**config.mk**
```make
export PLATFORM = sky130hd
export DESIGN_NAME = cec_host
export DESIGN_NICKNAME = d
export VERILOG_FILES = /design/src/design/cec_pkg.sv /design/src/design/cec_host.sv /design/src/design/cec_chain_join.sv /design/src/design/cec_gate_timer.sv
export SDC_FILE = /design/constraint.sdc
export NUM_CORES = 1
export LEC_CHECK = 0
export BUFFER_PORTS_ARGS = -buffer_cell sky130_fd_sc_hd__buf_2
export CAP_MARGIN = 20
export CELL_PAD_IN_SITES_DETAIL_PLACEMENT = 0
export CELL_PAD_IN_SITES_GLOBAL_PLACEMENT = 2
export CORE_MARGIN = 3
export CORE_UTILIZATION = 40
export CTS_BUF_LIST = sky130_fd_sc_hd__clkbuf_2 sky130_fd_sc_hd__clkbuf_4 sky130_fd_sc_hd__clkbuf_8
export CTS_CLUSTER_SIZE = 14
export DETAILED_ROUTE_END_ITERATION = 16
export MAX_ROUTING_LAYER = met4
export PLACE_DENSITY_LB_ADDON = 0.2
export SYNTH_ARGS = -nofsm -noshare
export SYNTH_HDL_FRONTEND = slang
export SYNTH_SLANG_ARGS = --single-unit
```
**constraint.sdc**
```tcl
create_clock -name core_clk -period 10.4 [get_ports core_clk]
set_clock_uncertainty 0.2 [all_clocks]
set_input_delay 1.04 -clock core_clk [delete_from_list [all_inputs] [get_ports core_clk]]
set_output_delay 1.04 -clock core_clk [all_outputs]
set_load 0.005 [all_outputs]
```
**src/design/cec_pkg.sv**
```systemverilog
/*
  Shared constants of the event counter controller: register map, field
  positions, reset values, device setting codes and the controller states.
  Assumes a chain of at most four 16-bit counters behind the controller.
*/
package cec_pkg;
  localparam int CTR_W = 16;
  localparam int JOIN_W = 64;
  localparam int ADDR_W = 8;
  localparam int DATA_W = 32;
  localparam int GATE_W = 3;
  localparam int TB_W = 4;

  localparam logic [ADDR_W-1:0] OFF_CONFIG = 8'h00;
  localparam logic [ADDR_W-1:0] OFF_COMMAND = 8'h04;
  localparam logic [ADDR_W-1:0] OFF_GATE_LEN = 8'h08;
  localparam logic [ADDR_W-1:0] OFF_STATUS = 8'h0c;
  localparam logic [ADDR_W-1:0] OFF_COUNT_LO = 8'h10;
  localparam logic [ADDR_W-1:0] OFF_COUNT_HI = 8'h14;

  localparam int CFG_EDGE = 0;
  localparam int CFG_GATE_LSB = 1;
  localparam int CFG_STYLE = 4;
  localparam int CFG_INV = 5;
  localparam int CFG_CONT = 6;
  localparam int CFG_TB_LSB = 8;
  localparam int CFG_GATE_LVL = 12;

  localparam int CMD_SETUP = 0;
  localparam int CMD_START = 1;
  localparam int CMD_READ = 2;
  localparam int CMD_GATE_PULSE = 3;

  localparam int STS_OVF = 0;
  localparam int STS_OVF_VALID = 1;
  localparam int STS_BUSY = 2;
  localparam int STS_REFUSED = 3;
  localparam int STS_GATE = 4;

  localparam logic [DATA_W-1:0] CONFIG_RST = 32'h0000_0600;
  localparam logic [DATA_W-1:0] GATE_LEN_RST = 32'h0000_0100;

  localparam logic [GATE_W-1:0] GATING_NONE = 3'h0;
  localparam logic [GATE_W-1:0] GATING_HIGH = 3'h1;
  localparam logic [GATE_W-1:0] GATING_LOW = 3'h2;
  localparam logic [GATE_W-1:0] GATING_RISE = 3'h3;
  localparam logic [GATE_W-1:0] GATING_FALL = 3'h4;

  localparam logic EDGE_RISE = 1'b0;
  localparam logic STYLE_TOGGLE = 1'b0;
  localparam logic STYLE_PULSE = 1'b1;
  localparam logic POL_NORMAL = 1'b0;
  localparam logic [TB_W-1:0] TB_CHAIN = 4'h0;
  localparam logic [TB_W-1:0] TB_SRC_FIRST = 4'h6;
  localparam logic [TB_W-1:0] TB_SRC_LAST = 4'ha;

  typedef enum logic [1:0] {
    CEC_IDLE = 2'b00,
    CEC_SETUP = 2'b01,
    CEC_START = 2'b10,
    CEC_READ = 2'b11
  } cec_state_t;

  function automatic logic cec_edge_gating(input logic [GATE_W-1:0] g);
    cec_edge_gating = (g == GATING_RISE) || (g == GATING_FALL);
  endfunction
endpackage

```
**src/design/cec_host.sv**
```systemverilog
/*
  Controller that sets up, starts and reads a chain of 16-bit event counters.
  Assumes the counters take settings on a setup call, restart from zero on a
  start call and answer a read call with count_read_valid and their counts.
*/
`timescale 1ns/100ps
module cec_host #(
  parameter int NUM_CTR = 2
) (
  input wire logic core_clk,
  input wire logic reset,
  input wire logic [cec_pkg::ADDR_W-1:0] reg_addr,
  input wire logic [cec_pkg::DATA_W-1:0] reg_wdata,
  input wire logic reg_wr,
  input wire logic reg_rd,
  output logic [cec_pkg::DATA_W-1:0] reg_rdata,
  output logic [NUM_CTR-1:0] count_edge_select,
  output logic [cec_pkg::GATE_W*NUM_CTR-1:0] gating_select,
  output logic [NUM_CTR-1:0] output_style_select,
  output logic [NUM_CTR-1:0] output_invert_select,
  output logic [NUM_CTR-1:0] count_continue,
  output logic [cec_pkg::TB_W*NUM_CTR-1:0] count_timebase,
  output logic counter_setup_call,
  output logic count_start_call,
  output logic count_read_call,
  output logic gate_drive,
  input wire logic [cec_pkg::CTR_W*NUM_CTR-1:0] count_value,
  input wire logic [NUM_CTR-1:0] count_overflow,
  input wire logic count_read_valid
);
  import cec_pkg::*;

  cec_state_t state_q;
  cec_state_t state_d;
  logic [DATA_W-1:0] config_q;
  logic [DATA_W-1:0] gate_len_q;
  logic [JOIN_W-1:0] snap_q;
  logic ovf_q;
  logic ovf_valid_q;
  logic refused_q;
  logic [NUM_CTR-1:0] edge_q;
  logic [GATE_W*NUM_CTR-1:0] gating_q;
  logic [NUM_CTR-1:0] style_q;
  logic [NUM_CTR-1:0] invert_q;
  logic [NUM_CTR-1:0] cont_q;
  logic [TB_W*NUM_CTR-1:0] tb_q;
  logic setup_call_q;
  logic start_call_q;
  logic read_call_q;
  logic gate_q;
  logic [DATA_W-1:0] rdata_q;
  logic cmd_wr;
  logic want_setup;
  logic want_start;
  logic want_read;
  logic want_pulse;
  logic cfg_bad;
  logic cfg_ovf_ok;
  logic timer_active;
  logic [JOIN_W-1:0] join_value;
  logic join_overflow;
  logic [GATE_W-1:0] user_gating;

  assign user_gating = config_q[CFG_GATE_LSB +: GATE_W];
  assign cmd_wr = reg_wr && (reg_addr == OFF_COMMAND);
  assign want_setup = cmd_wr && reg_wdata[CMD_SETUP];
  assign want_start = cmd_wr && reg_wdata[CMD_START];
  assign want_read = cmd_wr && reg_wdata[CMD_READ];
  assign want_pulse = cmd_wr && reg_wdata[CMD_GATE_PULSE];

  // Edge gating refused with continuous counting or with a chain
  assign cfg_bad = cec_edge_gating(user_gating) &&
                   (config_q[CFG_CONT] || (NUM_CTR > 1));

  // Overflow is meaningful only for the top counter's stop-on-wrap setup
  assign cfg_ovf_ok = (NUM_CTR > 1) ||
                      ((config_q[CFG_STYLE] == STYLE_TOGGLE) &&
                       (config_q[CFG_INV] == POL_NORMAL) &&
                       !config_q[CFG_CONT]);

  // Next state
  always_comb begin
    state_d = state_q;
    case (state_q)
      CEC_IDLE: begin
        if (want_setup && !cfg_bad) begin
          state_d = CEC_SETUP;
        end else if (want_start) begin
          state_d = CEC_START;
        end else if (want_read) begin
          state_d = CEC_READ;
        end
      end
      CEC_SETUP: state_d = CEC_IDLE;
      CEC_START: state_d = CEC_IDLE;
      CEC_READ: begin
        if (count_read_valid) begin
          state_d = CEC_IDLE;
        end
      end
      default: state_d = CEC_IDLE;
    endcase
  end

  always_ff @(posedge core_clk or posedge reset) begin
    if (reset) begin
      state_q <= CEC_IDLE;
    end else begin
      state_q <= state_d;
    end
  end

  // Software registers
  always_ff @(posedge core_clk or posedge reset) begin
    if (reset) begin
      config_q <= CONFIG_RST;
      gate_len_q <= GATE_LEN_RST;
    end else if (reg_wr) begin
      if (reg_addr == OFF_CONFIG) begin
        config_q <= reg_wdata;
      end
      if (reg_addr == OFF_GATE_LEN) begin
        gate_len_q <= reg_wdata;
      end
    end
  end

  // Refused setup sticks until the next accepted setup
  always_ff @(posedge core_clk or posedge reset) begin
    if (reset) begin
      refused_q <= 1'b0;
    end else if (state_q == CEC_IDLE && want_setup) begin
      refused_q <= cfg_bad;
    end
  end

  // Per-counter settings of the chain
  always_ff @(posedge core_clk or posedge reset) begin
    if (reset) begin
      edge_q <= '0;
      gating_q <= '0;
      style_q <= '0;
      invert_q <= '0;
      cont_q <= '0;
      tb_q <= '0;
      ovf_valid_q <= 1'b0;
    end else if (state_d == CEC_SETUP && state_q == CEC_IDLE) begin
      ovf_valid_q <= cfg_ovf_ok;
      for (int i = 0; i < NUM_CTR; i++) begin
        if (NUM_CTR == 1) begin
          // Single counter takes the user settings as they are
          edge_q[i] <= config_q[CFG_EDGE];
          gating_q[i*GATE_W +: GATE_W] <= user_gating;
          style_q[i] <= config_q[CFG_STYLE];
          invert_q[i] <= config_q[CFG_INV];
          cont_q[i] <= config_q[CFG_CONT];
          tb_q[i*TB_W +: TB_W] <= config_q[CFG_TB_LSB +: TB_W];
        end else if (i == 0) begin
          // Lowest counter counts the incoming edges and runs on
          edge_q[i] <= config_q[CFG_EDGE];
          gating_q[i*GATE_W +: GATE_W] <= user_gating;
          style_q[i] <= STYLE_PULSE;
          invert_q[i] <= POL_NORMAL;
          cont_q[i] <= 1'b1;
          tb_q[i*TB_W +: TB_W] <= config_q[CFG_TB_LSB +: TB_W];
        end else if (i == NUM_CTR - 1) begin
          // Top counter detects overflow
          edge_q[i] <= EDGE_RISE;
          gating_q[i*GATE_W +: GATE_W] <= GATING_NONE;
          style_q[i] <= STYLE_TOGGLE;
          invert_q[i] <= POL_NORMAL;
          cont_q[i] <= 1'b0;
          tb_q[i*TB_W +: TB_W] <= TB_CHAIN;
        end else begin
          edge_q[i] <= EDGE_RISE;
          gating_q[i*GATE_W +: GATE_W] <= GATING_NONE;
          style_q[i] <= STYLE_PULSE;
          invert_q[i] <= POL_NORMAL;
          cont_q[i] <= 1'b1;
          tb_q[i*TB_W +: TB_W] <= TB_CHAIN;
        end
      end
    end
  end

  // One-cycle calls to the counters
  always_ff @(posedge core_clk or posedge reset) begin
    if (reset) begin
      setup_call_q <= 1'b0;
      start_call_q <= 1'b0;
      read_call_q <= 1'b0;
    end else begin
      setup_call_q <= (state_q == CEC_IDLE) && (state_d == CEC_SETUP);
      start_call_q <= (state_q == CEC_IDLE) && (state_d == CEC_START);
      read_call_q <= (state_q == CEC_IDLE) && (state_d == CEC_READ);
    end
  end

  cec_chain_join #(
    .NUM_CTR(NUM_CTR)
  ) u_join (
    .count_value(count_value),
    .count_overflow(count_overflow),
    .join_value(join_value),
    .join_overflow(join_overflow)
  );

  // Snapshot of count and overflow; a start clears both
  always_ff @(posedge core_clk or posedge reset) begin
    if (reset) begin
      snap_q <= '0;
      ovf_q <= 1'b0;
    end else if (state_q == CEC_IDLE && state_d == CEC_START) begin
      snap_q <= '0;
      ovf_q <= 1'b0;
    end else if (state_q == CEC_READ && count_read_valid) begin
      snap_q <= join_value;
      ovf_q <= join_overflow;
    end
  end

  cec_gate_timer u_gate (
    .core_clk(core_clk),
    .reset(reset),
    .start(want_pulse),
    .len(gate_len_q),
    .active_q(timer_active)
  );

  // Level gate held by software or a timed gate pulse
  always_ff @(posedge core_clk or posedge reset) begin
    if (reset) begin
      gate_q <= 1'b0;
    end else begin
      gate_q <= config_q[CFG_GATE_LVL] || timer_active;
    end
  end

  // Read data stand one cycle after the strobe only
  always_ff @(posedge core_clk or posedge reset) begin
    if (reset) begin
      rdata_q <= '0;
    end else if (reg_rd) begin
      case (reg_addr)
        OFF_CONFIG: rdata_q <= config_q;
        OFF_GATE_LEN: rdata_q <= gate_len_q;
        OFF_STATUS: begin
          rdata_q <= '0;
          rdata_q[STS_OVF] <= ovf_q && ovf_valid_q;
          rdata_q[STS_OVF_VALID] <= ovf_valid_q;
          rdata_q[STS_BUSY] <= (state_q != CEC_IDLE);
          rdata_q[STS_REFUSED] <= refused_q;
          rdata_q[STS_GATE] <= gate_q;
        end
        OFF_COUNT_LO: rdata_q <= snap_q[31:0];
        OFF_COUNT_HI: rdata_q <= snap_q[63:32];
        default: rdata_q <= '0;
      endcase
    end else begin
      rdata_q <= '0;
    end
  end

  assign reg_rdata = rdata_q;
  assign count_edge_select = edge_q;
  assign gating_select = gating_q;
  assign output_style_select = style_q;
  assign output_invert_select = invert_q;
  assign count_continue = cont_q;
  assign count_timebase = tb_q;
  assign counter_setup_call = setup_call_q;
  assign count_start_call = start_call_q;
  assign count_read_call = read_call_q;
  assign gate_drive = gate_q;

  a_no_edge_cont: assert property (@(posedge core_clk) disable iff (reset)
    counter_setup_call |-> !(count_continue[0] &&
      cec_edge_gating(gating_select[GATE_W-1:0])))
    else $error("edge gating set up with continuous counting");

  a_top_stops: assert property (@(posedge core_clk) disable iff (reset)
    counter_setup_call |-> !count_continue[NUM_CTR-1] ||
      (NUM_CTR == 1 && config_q[CFG_CONT]))
    else $error("top counter set to run past wrap");

  a_low_runs_on: assert property (@(posedge core_clk) disable iff (reset)
    (counter_setup_call && NUM_CTR > 1) |->
      count_continue[0] && output_style_select[0] == STYLE_PULSE)
    else $error("low chained counter does not run on with pulses");

  a_chain_timebase: assert property (@(posedge core_clk) disable iff (reset)
    (counter_setup_call && NUM_CTR > 1) |->
      count_timebase[TB_W*NUM_CTR-1 -: TB_W] == TB_CHAIN &&
      gating_select[GATE_W*NUM_CTR-1 -: GATE_W] == GATING_NONE)
    else $error("top counter not fed from the one below");

  a_setup_once: assert property (@(posedge core_clk) disable iff (reset)
    (state_q == CEC_IDLE && want_setup && cfg_bad) |=>
      !counter_setup_call ##1 !counter_setup_call)
    else $error("refused setup still reached the counters");

  a_start_clears: assert property (@(posedge core_clk) disable iff (reset)
    count_start_call |-> snap_q == '0 && !ovf_q)
    else $error("start did not clear count and overflow");

  a_read_snapshot: assert property (@(posedge core_clk) disable iff (reset)
    (state_q == CEC_READ && count_read_valid) |=>
      snap_q == $past(join_value) && ovf_q == $past(count_overflow[NUM_CTR-1]))
    else $error("read answer not captured");

  a_read_call: assert property (@(posedge core_clk) disable iff (reset)
    (state_q == CEC_IDLE && want_read && !want_setup && !want_start) |=>
      count_read_call ##1 !count_read_call)
    else $error("read call not a single pulse");

  a_ovf_meaning: assert property (@(posedge core_clk) disable iff (reset)
    (reg_rd && reg_addr == OFF_STATUS && !ovf_valid_q) |=> !reg_rdata[STS_OVF])
    else $error("overflow reported under a meaningless setup");
endmodule // cec_host

```
**src/design/cec_chain_join.sv**
```systemverilog
/*
  Joins the per-counter counts of a chain into one wide value and picks the
  overflow of the top counter. Assumes 1 to 4 counters, lowest first.
*/
`timescale 1ns/100ps
module cec_chain_join #(
  parameter int NUM_CTR = 2
) (
  input wire logic [cec_pkg::CTR_W*NUM_CTR-1:0] count_value,
  input wire logic [NUM_CTR-1:0] count_overflow,
  output logic [cec_pkg::JOIN_W-1:0] join_value,
  output logic join_overflow
);
  import cec_pkg::*;

  // Lowest counter in the low bits, each next one 16 bits higher
  always_comb begin
    join_value = '0;
    join_value[CTR_W*NUM_CTR-1:0] = count_value;
  end

  // Only the top counter's overflow means anything
  assign join_overflow = count_overflow[NUM_CTR-1];
endmodule // cec_chain_join

```
**src/design/cec_gate_timer.sv**
```systemverilog
/*
  Makes one gate pulse of a programmed number of clock cycles.
  Assumes len is held stable while the pulse runs; len of 0 acts as 1.
*/
`timescale 1ns/100ps
module cec_gate_timer (
  input wire logic core_clk,
  input wire logic reset,
  input wire logic start,
  input wire logic [cec_pkg::DATA_W-1:0] len,
  output logic active_q
);
  import cec_pkg::*;

  logic [DATA_W-1:0] left_q;

  // Known fixed gate length for frequency measurement
  always_ff @(posedge core_clk or posedge reset) begin
    if (reset) begin
      left_q <= '0;
      active_q <= 1'b0;
    end else if (start && !active_q) begin
      left_q <= (len == '0) ? 32'h0000_0001 : len;
      active_q <= 1'b1;
    end else if (active_q) begin
      left_q <= left_q - 32'h0000_0001;
      active_q <= (left_q != 32'h0000_0001);
    end
  end
endmodule // cec_gate_timer

```
== Yosys cells after proc, flatten, opt, wreduce, memory -nomap -nowiden ==
Cells that the tools add are included.
Word-level totals
  bits of input ports: 79
  output and inout bits: 58
  logic and storage cells: 74
  register bits after elaboration: 210
Operators by class
  muxes and demuxes: 16
  equality and inequality tests: 14
  reductions and logical operators: 26
  add/subtract/negate cells: 1
Operators with widths (number)
  32-bit case mux with 5 select lines: 1
  32-bit two-way mux: 4
  64-bit two-way mux: 2
  32-bit logical NOT: 1
  32-bit by 1-bit inequality test with 1-bit output (second input constant): 1
  32-bit by 1-bit subtractor with 32-bit output (second input constant): 1
  8-bit by 4-bit equality test with 1-bit output (second input constant): 2
  8-bit by 5-bit equality test with 1-bit output (second input constant): 2
  1-bit logical AND: 13
  2-bit equality test (second input constant): 4
  8-bit by 3-bit equality test with 1-bit output (second input constant): 1
  8-bit logical NOT: 1
  2-bit two-way mux: 4
  2-bit case mux with 3 select lines: 1
  2-bit nonzero test: 3
  2-bit by 1-bit equality test with 1-bit output (second input constant): 2
  1-bit two-way mux: 4
  2-bit AND reduction: 2
  3-bit by 2-bit equality test with 1-bit output (second input constant): 1
  3-bit equality test (second input constant): 1
  1-bit logical NOT: 2
  2-bit logical NOT: 1
  1-bit logical OR: 2
  2-bit OR reduction: 1

== Logic depth before layout (Yosys ltp) ==
Gate-level depths: netlist of run 1.
  depth in word-level cells: 10
  gate-level depth with buffers: 8
  gate-level depth less buffers: 7

== Modules after synthesis ==
Synthesis of run 1 repeated with hierarchy kept, for this count alone.
Unflattened totals
  cells, all modules: 921
  area, all modules: 10256.1 sq um
By module, submodules not included
  cec_host: seq. area each 4433.0 sq um, area an instance 7703.6 sq um, times used 1, cells each 617
  cec_gate_timer: seq. area each 825.8 sq um, area an instance 2060.7 sq um, times used 1, cells each 238
  cec_chain_join: seq. area each 0.0 sq um, area an instance 491.7 sq um, times used 1, cells each 66

== Worst setup path before layout of run 1 ==
No wires, ideal clock.
  path kind: input -> register
  start: input reg_addr[4] (netlist name)
  end: register config_q[30]
  slack: 7551 ps
  stages on the path: 5
  data arrival time: 2522 ps
  required time: 10072 ps
  path through: nor4_2 -> nor3b_2 -> nand2_1 -> buf_2 -> mux2_1
Between the ends
  longest elaborated chain between the ends: 2
RTL lines
  start, declared: line cec_host.sv:12  | input wire logic [cec_pkg::ADDR_W-1:0] reg_addr,
  8-bit logical NOT: line cec_host.sv:119  | if (reg_addr == OFF_CONFIG) begin
  2-bit AND reduction (no line)
  end signal, assigned: line cec_host.sv:120  | config_q <= reg_wdata;
  end, declared: line cec_host.sv:35  | logic [DATA_W-1:0] config_q;
No other way between the ends.
A chain may end at the register's enable or synchronous reset.

== Worst setup path after layout of run 1 ==
  start: input reg_addr[4] (netlist name)
  end: register u_gate.left_q[16]
Between the ends
  longest elaborated chain between the ends: 5
  elaborated cells between the ends (all ways): 6
  classes of those cells: eq/ne (1); mux (1); reduce/logical (4)
RTL lines
  8-bit by 3-bit equality test with 1-bit output (*): line cec_host.sv:65  | assign cmd_wr = reg_wr && (reg_addr == OFF_COMMAND);
  1-bit logical AND (*): line cec_host.sv:65
  1-bit logical AND (*): line cec_host.sv:69  | assign want_pulse = cmd_wr && reg_wdata[CMD_GATE_PULSE];
  1-bit logical AND (*): line cec_gate_timer.sv:22  | end else if (start && !active_q) begin
  32-bit two-way mux / 2-bit nonzero test (equally long branches)
  end signal, assigned: line cec_gate_timer.sv:23  | left_q <= (len == '0) ? 32'h0000_0001 : len;
  end signal, assigned: line cec_gate_timer.sv:26  | left_q <= left_q - 32'h0000_0001;
  end, declared: line cec_gate_timer.sv:15  | logic [DATA_W-1:0] left_q;
Every way passes the cells marked *; elsewhere a longest branch is shown, timed or not.

==> results of run 1 <==
==> stage by stage <==
step                total power, mW  cell area [sq um]  hold slack, ps  setup slack, ps
CTS                           1.399               9096           309.1             7070
global placement             0.8827               8671           280.8             6624
global route                  1.452               9124           319.6             6873
floorplan                    0.8409               7900           254.4             4335
detailed placement           0.8892               8671           287.0             6568
finish                        1.386               9124           302.5             7037
==> cell usage after synthesis, types with 6 or more instances <==
cell type / number
nand4_1: 11
mux2_2: 69
a222oi_1: 32
o21ai_0: 14
nand3_1: 20
or4_1: 6
clkbuf_1: 27
o211ai_1: 13
a21oi_1: 51
nand2_1: 108
buf_4: 14
buf_2: 14
nor4_1: 13
dfrtp_1: 175
inv_1: 9
nor2_1: 42
nor3_1: 17
==> cells in the final DEF, fill, tap and decap left out, types with 6 or more instances in the layout <==
master / netlist / routed
clkbuf_8: 0 / 20
o211ai_1: 13 / 13
buf_4: 14 / 10
nor3_1: 17 / 16
dfrtp_1: 175 / 175
a222oi_1: 32 / 32
inv_1: 9 / 8
nor4_1: 13 / 12
or4_1: 6 / 6
nand2_1: 108 / 108
a21oi_1: 51 / 51
conb_1: 1 / 12
mux2_2: 69 / 69
o21ai_0: 14 / 14
nor2_1: 42 / 42
nand3_1: 20 / 19
nand4_1: 11 / 11
buf_2: 14 / 123
==> layer usage <==
| layer | wire [um] | vias to the layer above | track usage | share of wire |
|---|---|---|---|---|
| met5 | 0 | - | - | 0 |
| met4 | 146 | 0 | 0.03716 | 0.0063 |
| met3 | 1228 | 10 | 0.04128 | 0.053 |
| met2 | 10800 | 200 | 0.3429 | 0.47 |
| met1 | 11020 | 3182 | 0.3220 | 0.48 |
| li1 | - | 2809 | - | - |
==> worst max path at each step <==
stage	slack, ps	cells after the start	endpoint
2_1_floorplan	4330	1	config_q[0]$_DFFE_PP0P_
3_3_place_gp	6620	6	u_gate.left_q[16]$_DFFE_PP0P_
3_5_place_dp	6570	6	u_gate.left_q[16]$_DFFE_PP0P_
4_1_cts	7070	6	u_gate.left_q[16]$_DFFE_PP0P_
5_1_grt	6870	6	u_gate.left_q[16]$_DFFE_PP0P_
6_report	7040	6	u_gate.left_q[16]$_DFFE_PP0P_
==> logic make-up (layout without fill, tap and decap cells) <==
family,count (synthesis),count (layout),synth area share
mux,74,74,0.1054
buf+inv,65,175,0.03996
simple gates,251,251,0.1570
compound gates,140,140,0.1267
flops,178,178,0.5673
fa+ha+maj,2,2,0.003184
other cells,1,12,0.0004772
==> registers in the layout, summed over array words and instances (netlist names), 2 cells and up <==
register,cells
u_gate.left_q,32
gate_len_q,32
reg_rdata,32
count_timebase,4
snap_q,32
state_q,2
gating_select,3
config_q,32
==> cell type report <==
cell class	instances	area, sq um	area share
clock inverters	11	142.6	0.01563
well taps	260	325.3	0.03566
inverters	9	38.79	0.004251
repair buffers	134	718.2	0.07872
multi-input cells	479	3158	0.3461
clock buffers	21	282.8	0.03099
flip-flops and latches	178	4458	0.4886
==> report_power, final <==
part / switching (mW) / internal (mW)
clock network: 0.266 / 0.244
logic: 0.0608 / 0.0488
registers: 0.0409 / 0.726
total: 0.368 / 1.02
==> worst max-delay path, delay by kind of cell <==
kind / cells / cell delay (ps)
AND/OR/NAND/NOR: 2 / 1210
AO/OA/AOI/OAI: 3 / 1140
buffers and inverters: 1 / 120
==> flow_summary.yaml, run 1 <==
run_status:
  status: "finished clean"
pwr:
  p_per_area_nw_per_um2: 151.9
  leakage_nw: 4.269
  vdd_drop_max_uv: 86.09
clocking:
  htreeDepth: 4
  cts_root_buf: "clkbuf_8"
  clk_latency_ps: 450
  clk_path_buf_depth: 2
  numCtsBuffers: 17
  cts_tree: "yes"
  ctsHoldBuffers: 0
  ctsResizeCount: 0
  post-cts-setup-buffer-count: 0
  clk_pin_slew_worst_paths_ps: 90
  cts_sinks: 178
global_routing:
  grt_start_max_net_pins: 117
  grt_first_pass_wirelength_mm: 36.71
  antenna_found_initial: 0
  track_usage: 0.2249
  grt.overflow.total: 0
  first_global_vias: 6294
place:
  hpwlAfterDp_mm: 14.99
  place_congestion: 0.8863
  port_buffers: 123
  dp.cells: 1059
timing:
  final-hold-violation-count: 0
  tns_ps: 0
  rsz0062_at_grt: "false"
  worst-slew-pin-transition_ps: 976.8
  setup_viol: 0
  finalCritPeriodShare: 0.3233
  drv_slew: 0
  fmax_mhz: 297.4
  layout_min_cycle_time_ps: 3363
  slew-limit-headroom: 0.3468
floorplan:
  die_w_um: 146.2
  io_pins: 137
  core_sq_um: 19020
  initial_core_util: 0.4132
  rows: 50
  dieArea_sq_um: 21360
  die_y_um: 146.2
drt:
  drt_pass1_iterations: 9
  vias: 6201
  via_per_inst: 5.679
  drtAntennaViolNets: 0
  first_iter_violations: 555
  wl_per_cell_um: 21.24
  drt-total-wl_mm: 23.20
  drc: 0
hold_path:
  hp-start: "config_q[30]$_DFFE_PP0P_"
  min_path_type: "register to register"
  min_delay_path_depth: 1
  hold_end: "config_q[30]$_DFFE_PP0P_"
yosys:
  ys_warn_count: 0
  netlist.area_leader.share: 0.5572
  syn_inst: 711
  syn_area_per_cell_sq_um: 11.05
  async_flop_share: 1.000
  synth_cell_types: 55
  synth-edff-count: 0
  yosys_register_bits: 178
  synth_flop_cell: "dfrtp_1"
  synth_largest_area_cell: "dfrtp_1"
  synthTopCellsByArea: "dfrtp_1 56%, mux2_2 9.9%, nand2_1 5.2%"
  ys_seq_area_frac: 0.5673
  syn-cell-area_sq_um: 7859
worst_setup_path:
  required_ps: 10560
  path_cells: "buf_2 -> nor4_2 -> and3_1 -> o21a_1 -> a22oi_1 -> o21ai_0"
  worstSetupPathType: "primary input to register"
  critical_path.max_fanout: 23
  critPathLaunch: "reg_addr[4]"
  reg2regPathDepth: 5
  slowest_delay_ps: 840
  reg2reg_from: "u_gate.active_q$_DFF_PP0_"
  reg2reg_to: "u_gate.left_q[16]$_DFFE_PP0P_"
  crit_slowest_cell: "o21a_1"
  cp-start-kind: "primary input"
  crit_path_end_kind: "register"
  crit_arrival_ps: 3530
  r2r_setup_slack_ps: 7280
layout:
  nFillCells: 1819
  final_core_util: 0.4797
  drive_gt1_frac: 0.3053
  fin_cells: 1092
  nets: 900
  synthToLayoutAreaGrowth_pct: 16.10
  diodes: 0
run:
  drv_cap: 0
Power figures use the tool's default switching activity.
==> inputs of run 2 (changes only) <==
--- a/config.mk
+++ b/config.mk
@@ -10,7 +10,7 @@
 export CELL_PAD_IN_SITES_DETAIL_PLACEMENT = 0
 export CELL_PAD_IN_SITES_GLOBAL_PLACEMENT = 2
 export CORE_MARGIN = 3
-export CORE_UTILIZATION = 40
+export CORE_UTILIZATION = 34
 export CTS_BUF_LIST = sky130_fd_sc_hd__clkbuf_2 sky130_fd_sc_hd__clkbuf_4 sky130_fd_sc_hd__clkbuf_8
 export CTS_CLUSTER_SIZE = 14
 export DETAILED_ROUTE_END_ITERATION = 16
==> constraint.sdc (replaced) <==
create_clock -name core_clk -period 3.07 [get_ports core_clk]
set_clock_uncertainty 0.2 [all_clocks]
set_input_delay 0.307 -clock core_clk [delete_from_list [all_inputs] [get_ports core_clk]]
set_output_delay 0.307 -clock core_clk [all_outputs]
set_load 0.005 [all_outputs]
==> run 2 against run 1 <==
Compared with the run above:
- hold slack got worse by 200 ps
- critical endpoint is now u_gate.left_q[23]$_DFFE_PP0P_
- final area increased by 8.6%
- combinational power increased to 4.1 times the previous value
- non-clock buffer count increased by 80
- flip-flop and latch count unchanged
- count of clock-buffer cells in the layout decreased by 2
- critical path type is now register to register
- core utilization decreased by 3.5 points
- clock power increased to 3.2 times the previous value
- die area increased by 17%
- register-to-register slack got worse by 6800 ps
- via count increased by 5.7%
- sequential share of layout area decreased by 3.9 points
==> flow_summary.yaml, run 2 (synthesis results as in run 1) <==
run_status:
  status: "finished clean"
clocking:
  ctsHoldBuffers: 68
  clk_latency_ps: 460
  cts_tree: "yes"
  ctsResizeCount: 0
  cts_sinks: 178
  numCtsBuffers: 17
  cts_root_buf: "clkbuf_8"
  clk_pin_slew_worst_paths_ps: 110
  post-cts-setup-buffer-count: 0
  htreeDepth: 4
  clk_path_buf_depth: 2
worst_setup_path:
  critical_path.max_fanout: 8
  required_ps: 3200
  worstSetupPathType: "register to register"
  crit_path_end_kind: "register"
  r2r_setup_slack_ps: 490
  crit_arrival_ps: 2710
  slowest_delay_ps: 600
  cp-start-kind: "register"
  crit_family: "simple AND/OR/NAND/NOR gates"
  path_cells: "or4_4 -> nor4_4 -> nand2_4 -> o311a_1 -> a211o_1"
  crit_slowest_cell: "or4_4"
  reg2reg_from: "u_gate.left_q[11]$_DFFE_PP0P_"
  critPathLaunch: "u_gate.left_q[11]$_DFFE_PP0P_"
  critPathBufInv: 0
layout:
  fin_cells: 1192
  synthToLayoutAreaGrowth_pct: 26.05
  mostFrequentLayoutCell: "dfrtp_1"
  drive_gt1_frac: 0.2884
  layout_common_cells: "175 x dfrtp_1, 123 x buf_2, 108 x nand2_1"
  nets: 980
  diodes: 0
floorplan:
  initial_core_util: 0.3525
  core_sq_um: 22300
  die_y_um: 158.0
  dieArea_sq_um: 24980
  die_w_um: 158.0
  io_pins: 137
  rows: 54
hold_path:
  hp-start: "reg_wr"
  min_path_type: "primary input to register"
timing:
  setup_viol: 0
  finalCritPeriodShare: 0.8401
  final-hold-violation-count: 0
  drv_slew: 0
  layout_min_cycle_time_ps: 2579
  slew-limit-headroom: 0.5563
  worst-slew-pin-transition_ps: 660.1
  tns_ps: 0
  fmax_mhz: 387.7
  rsz0062_at_grt: "false"
drt:
  via_per_inst: 5.499
  vias: 6555
  wl_per_cell_um: 20.47
  first_iter_violations: 548
  drc: 0
  drtAntennaViolNets: 0
  drt-total-wl_mm: 24.40
  drt_pass1_iterations: 7
pwr:
  vdd_drop_max_uv: 240.4
  swShare: 0.2761
  power_switching_mw: 1.294
  intPower_mw: 3.393
  pwr-share-seq: 0.553
  power_frac_comb: 0.096
  leakage_nw: 4.602
  p_per_area_nw_per_um2: 473.2
  p_clk_frac: 0.350
global_routing:
  first_global_vias: 6635
  grt_start_max_net_pins: 59
  track_usage: 0.2061
  grt.overflow.total: 0
  grt_first_pass_wirelength_mm: 38.66
  antenna_found_initial: 0
run:
  drv_cap: 0
place:
  dp.cells: 1092
  hpwlAfterDp_mm: 15.95
  place_congestion: 0.8538
  port_buffers: 123
[run 2: worst paths after layout]
path | end | depth (start not counted)
worst min-delay path | refused_q$_DFFE_PP0P_ | 4
worst max register to register | u_gate.left_q[23]$_DFFE_PP0P_ | 5
worst min register to register | count_edge_select[0]$_DFFE_PP0P_ | 1
max in group asynchronous | config_q[9]$_DFFE_PP1P_ | 4
min in group asynchronous | snap_q[23]$_DFFE_PP0P_ | 3
worst max-delay path | u_gate.left_q[23]$_DFFE_PP0P_ | 5
[run 2: cell type report]
cell class | instances | area (sq um)
clock buffers | 19 | 255.2
clock inverters | 13 | 140.1
fillers | 2122 | 12390
inverters | 9 | 37.54
multi-input cells | 479 | 3146
flip-flops and latches | 178 | 4458
well taps | 280 | 350.3
repair buffers | 214 | 1519
[run 2: power groups by stage]
| stage | Combinational, mW | Clock, mW | Sequential (mW) |
|---|---|---|---|
| 6_report | 0.451 | 1.64 | 2.59 |
| 5_1_grt | 0.511 | 1.79 | 2.61 |
| 2_1_floorplan | 0.255 | 0 | 2.59 |
| 4_1_cts | 0.457 | 1.70 | 2.59 |
| 3_3_place_gp | 0.377 | 0 | 2.63 |
| 3_5_place_dp | 0.389 | 0 | 2.64 |
[run 2: per-stage QoR]
| stage | power, mW | area, sq um | utilization | hold slack [ps] | setup slack (ps) |
|---|---|---|---|---|---|
| 6_report | 4.687 | 9906 | 0.4443 | 107.0 | 490.8 |
| 2_1_floorplan | 2.849 | 7904 | - | 179.6 | 284.8 |
| 3_3_place_gp | 3.008 | 8830 | 0.3960 | 236.8 | 536.4 |
| 3_5_place_dp | 3.027 | 8830 | 0.3960 | 246.6 | 488.4 |
| 4_1_cts | 4.745 | 9906 | 0.4443 | 81.02 | 493.7 |
| 5_1_grt | 4.909 | 9906 | 0.4443 | 138.1 | 374.8 |
[run 2: tightest hold or removal path, stage by stage]
cell      delay (ps)
buf_2            130
nand4b_1         150
nor4_2            60
nor2_1            90
[run 2: per-layer routing]
layer,vias up,share of wire,GRT usage
met5,-,0,-
met4,0,0.026,0.07825
met3,31,0.050,0.02734
met2,227,0.45,0.2984
met1,3330,0.47,0.2958
li1,2967,-,-
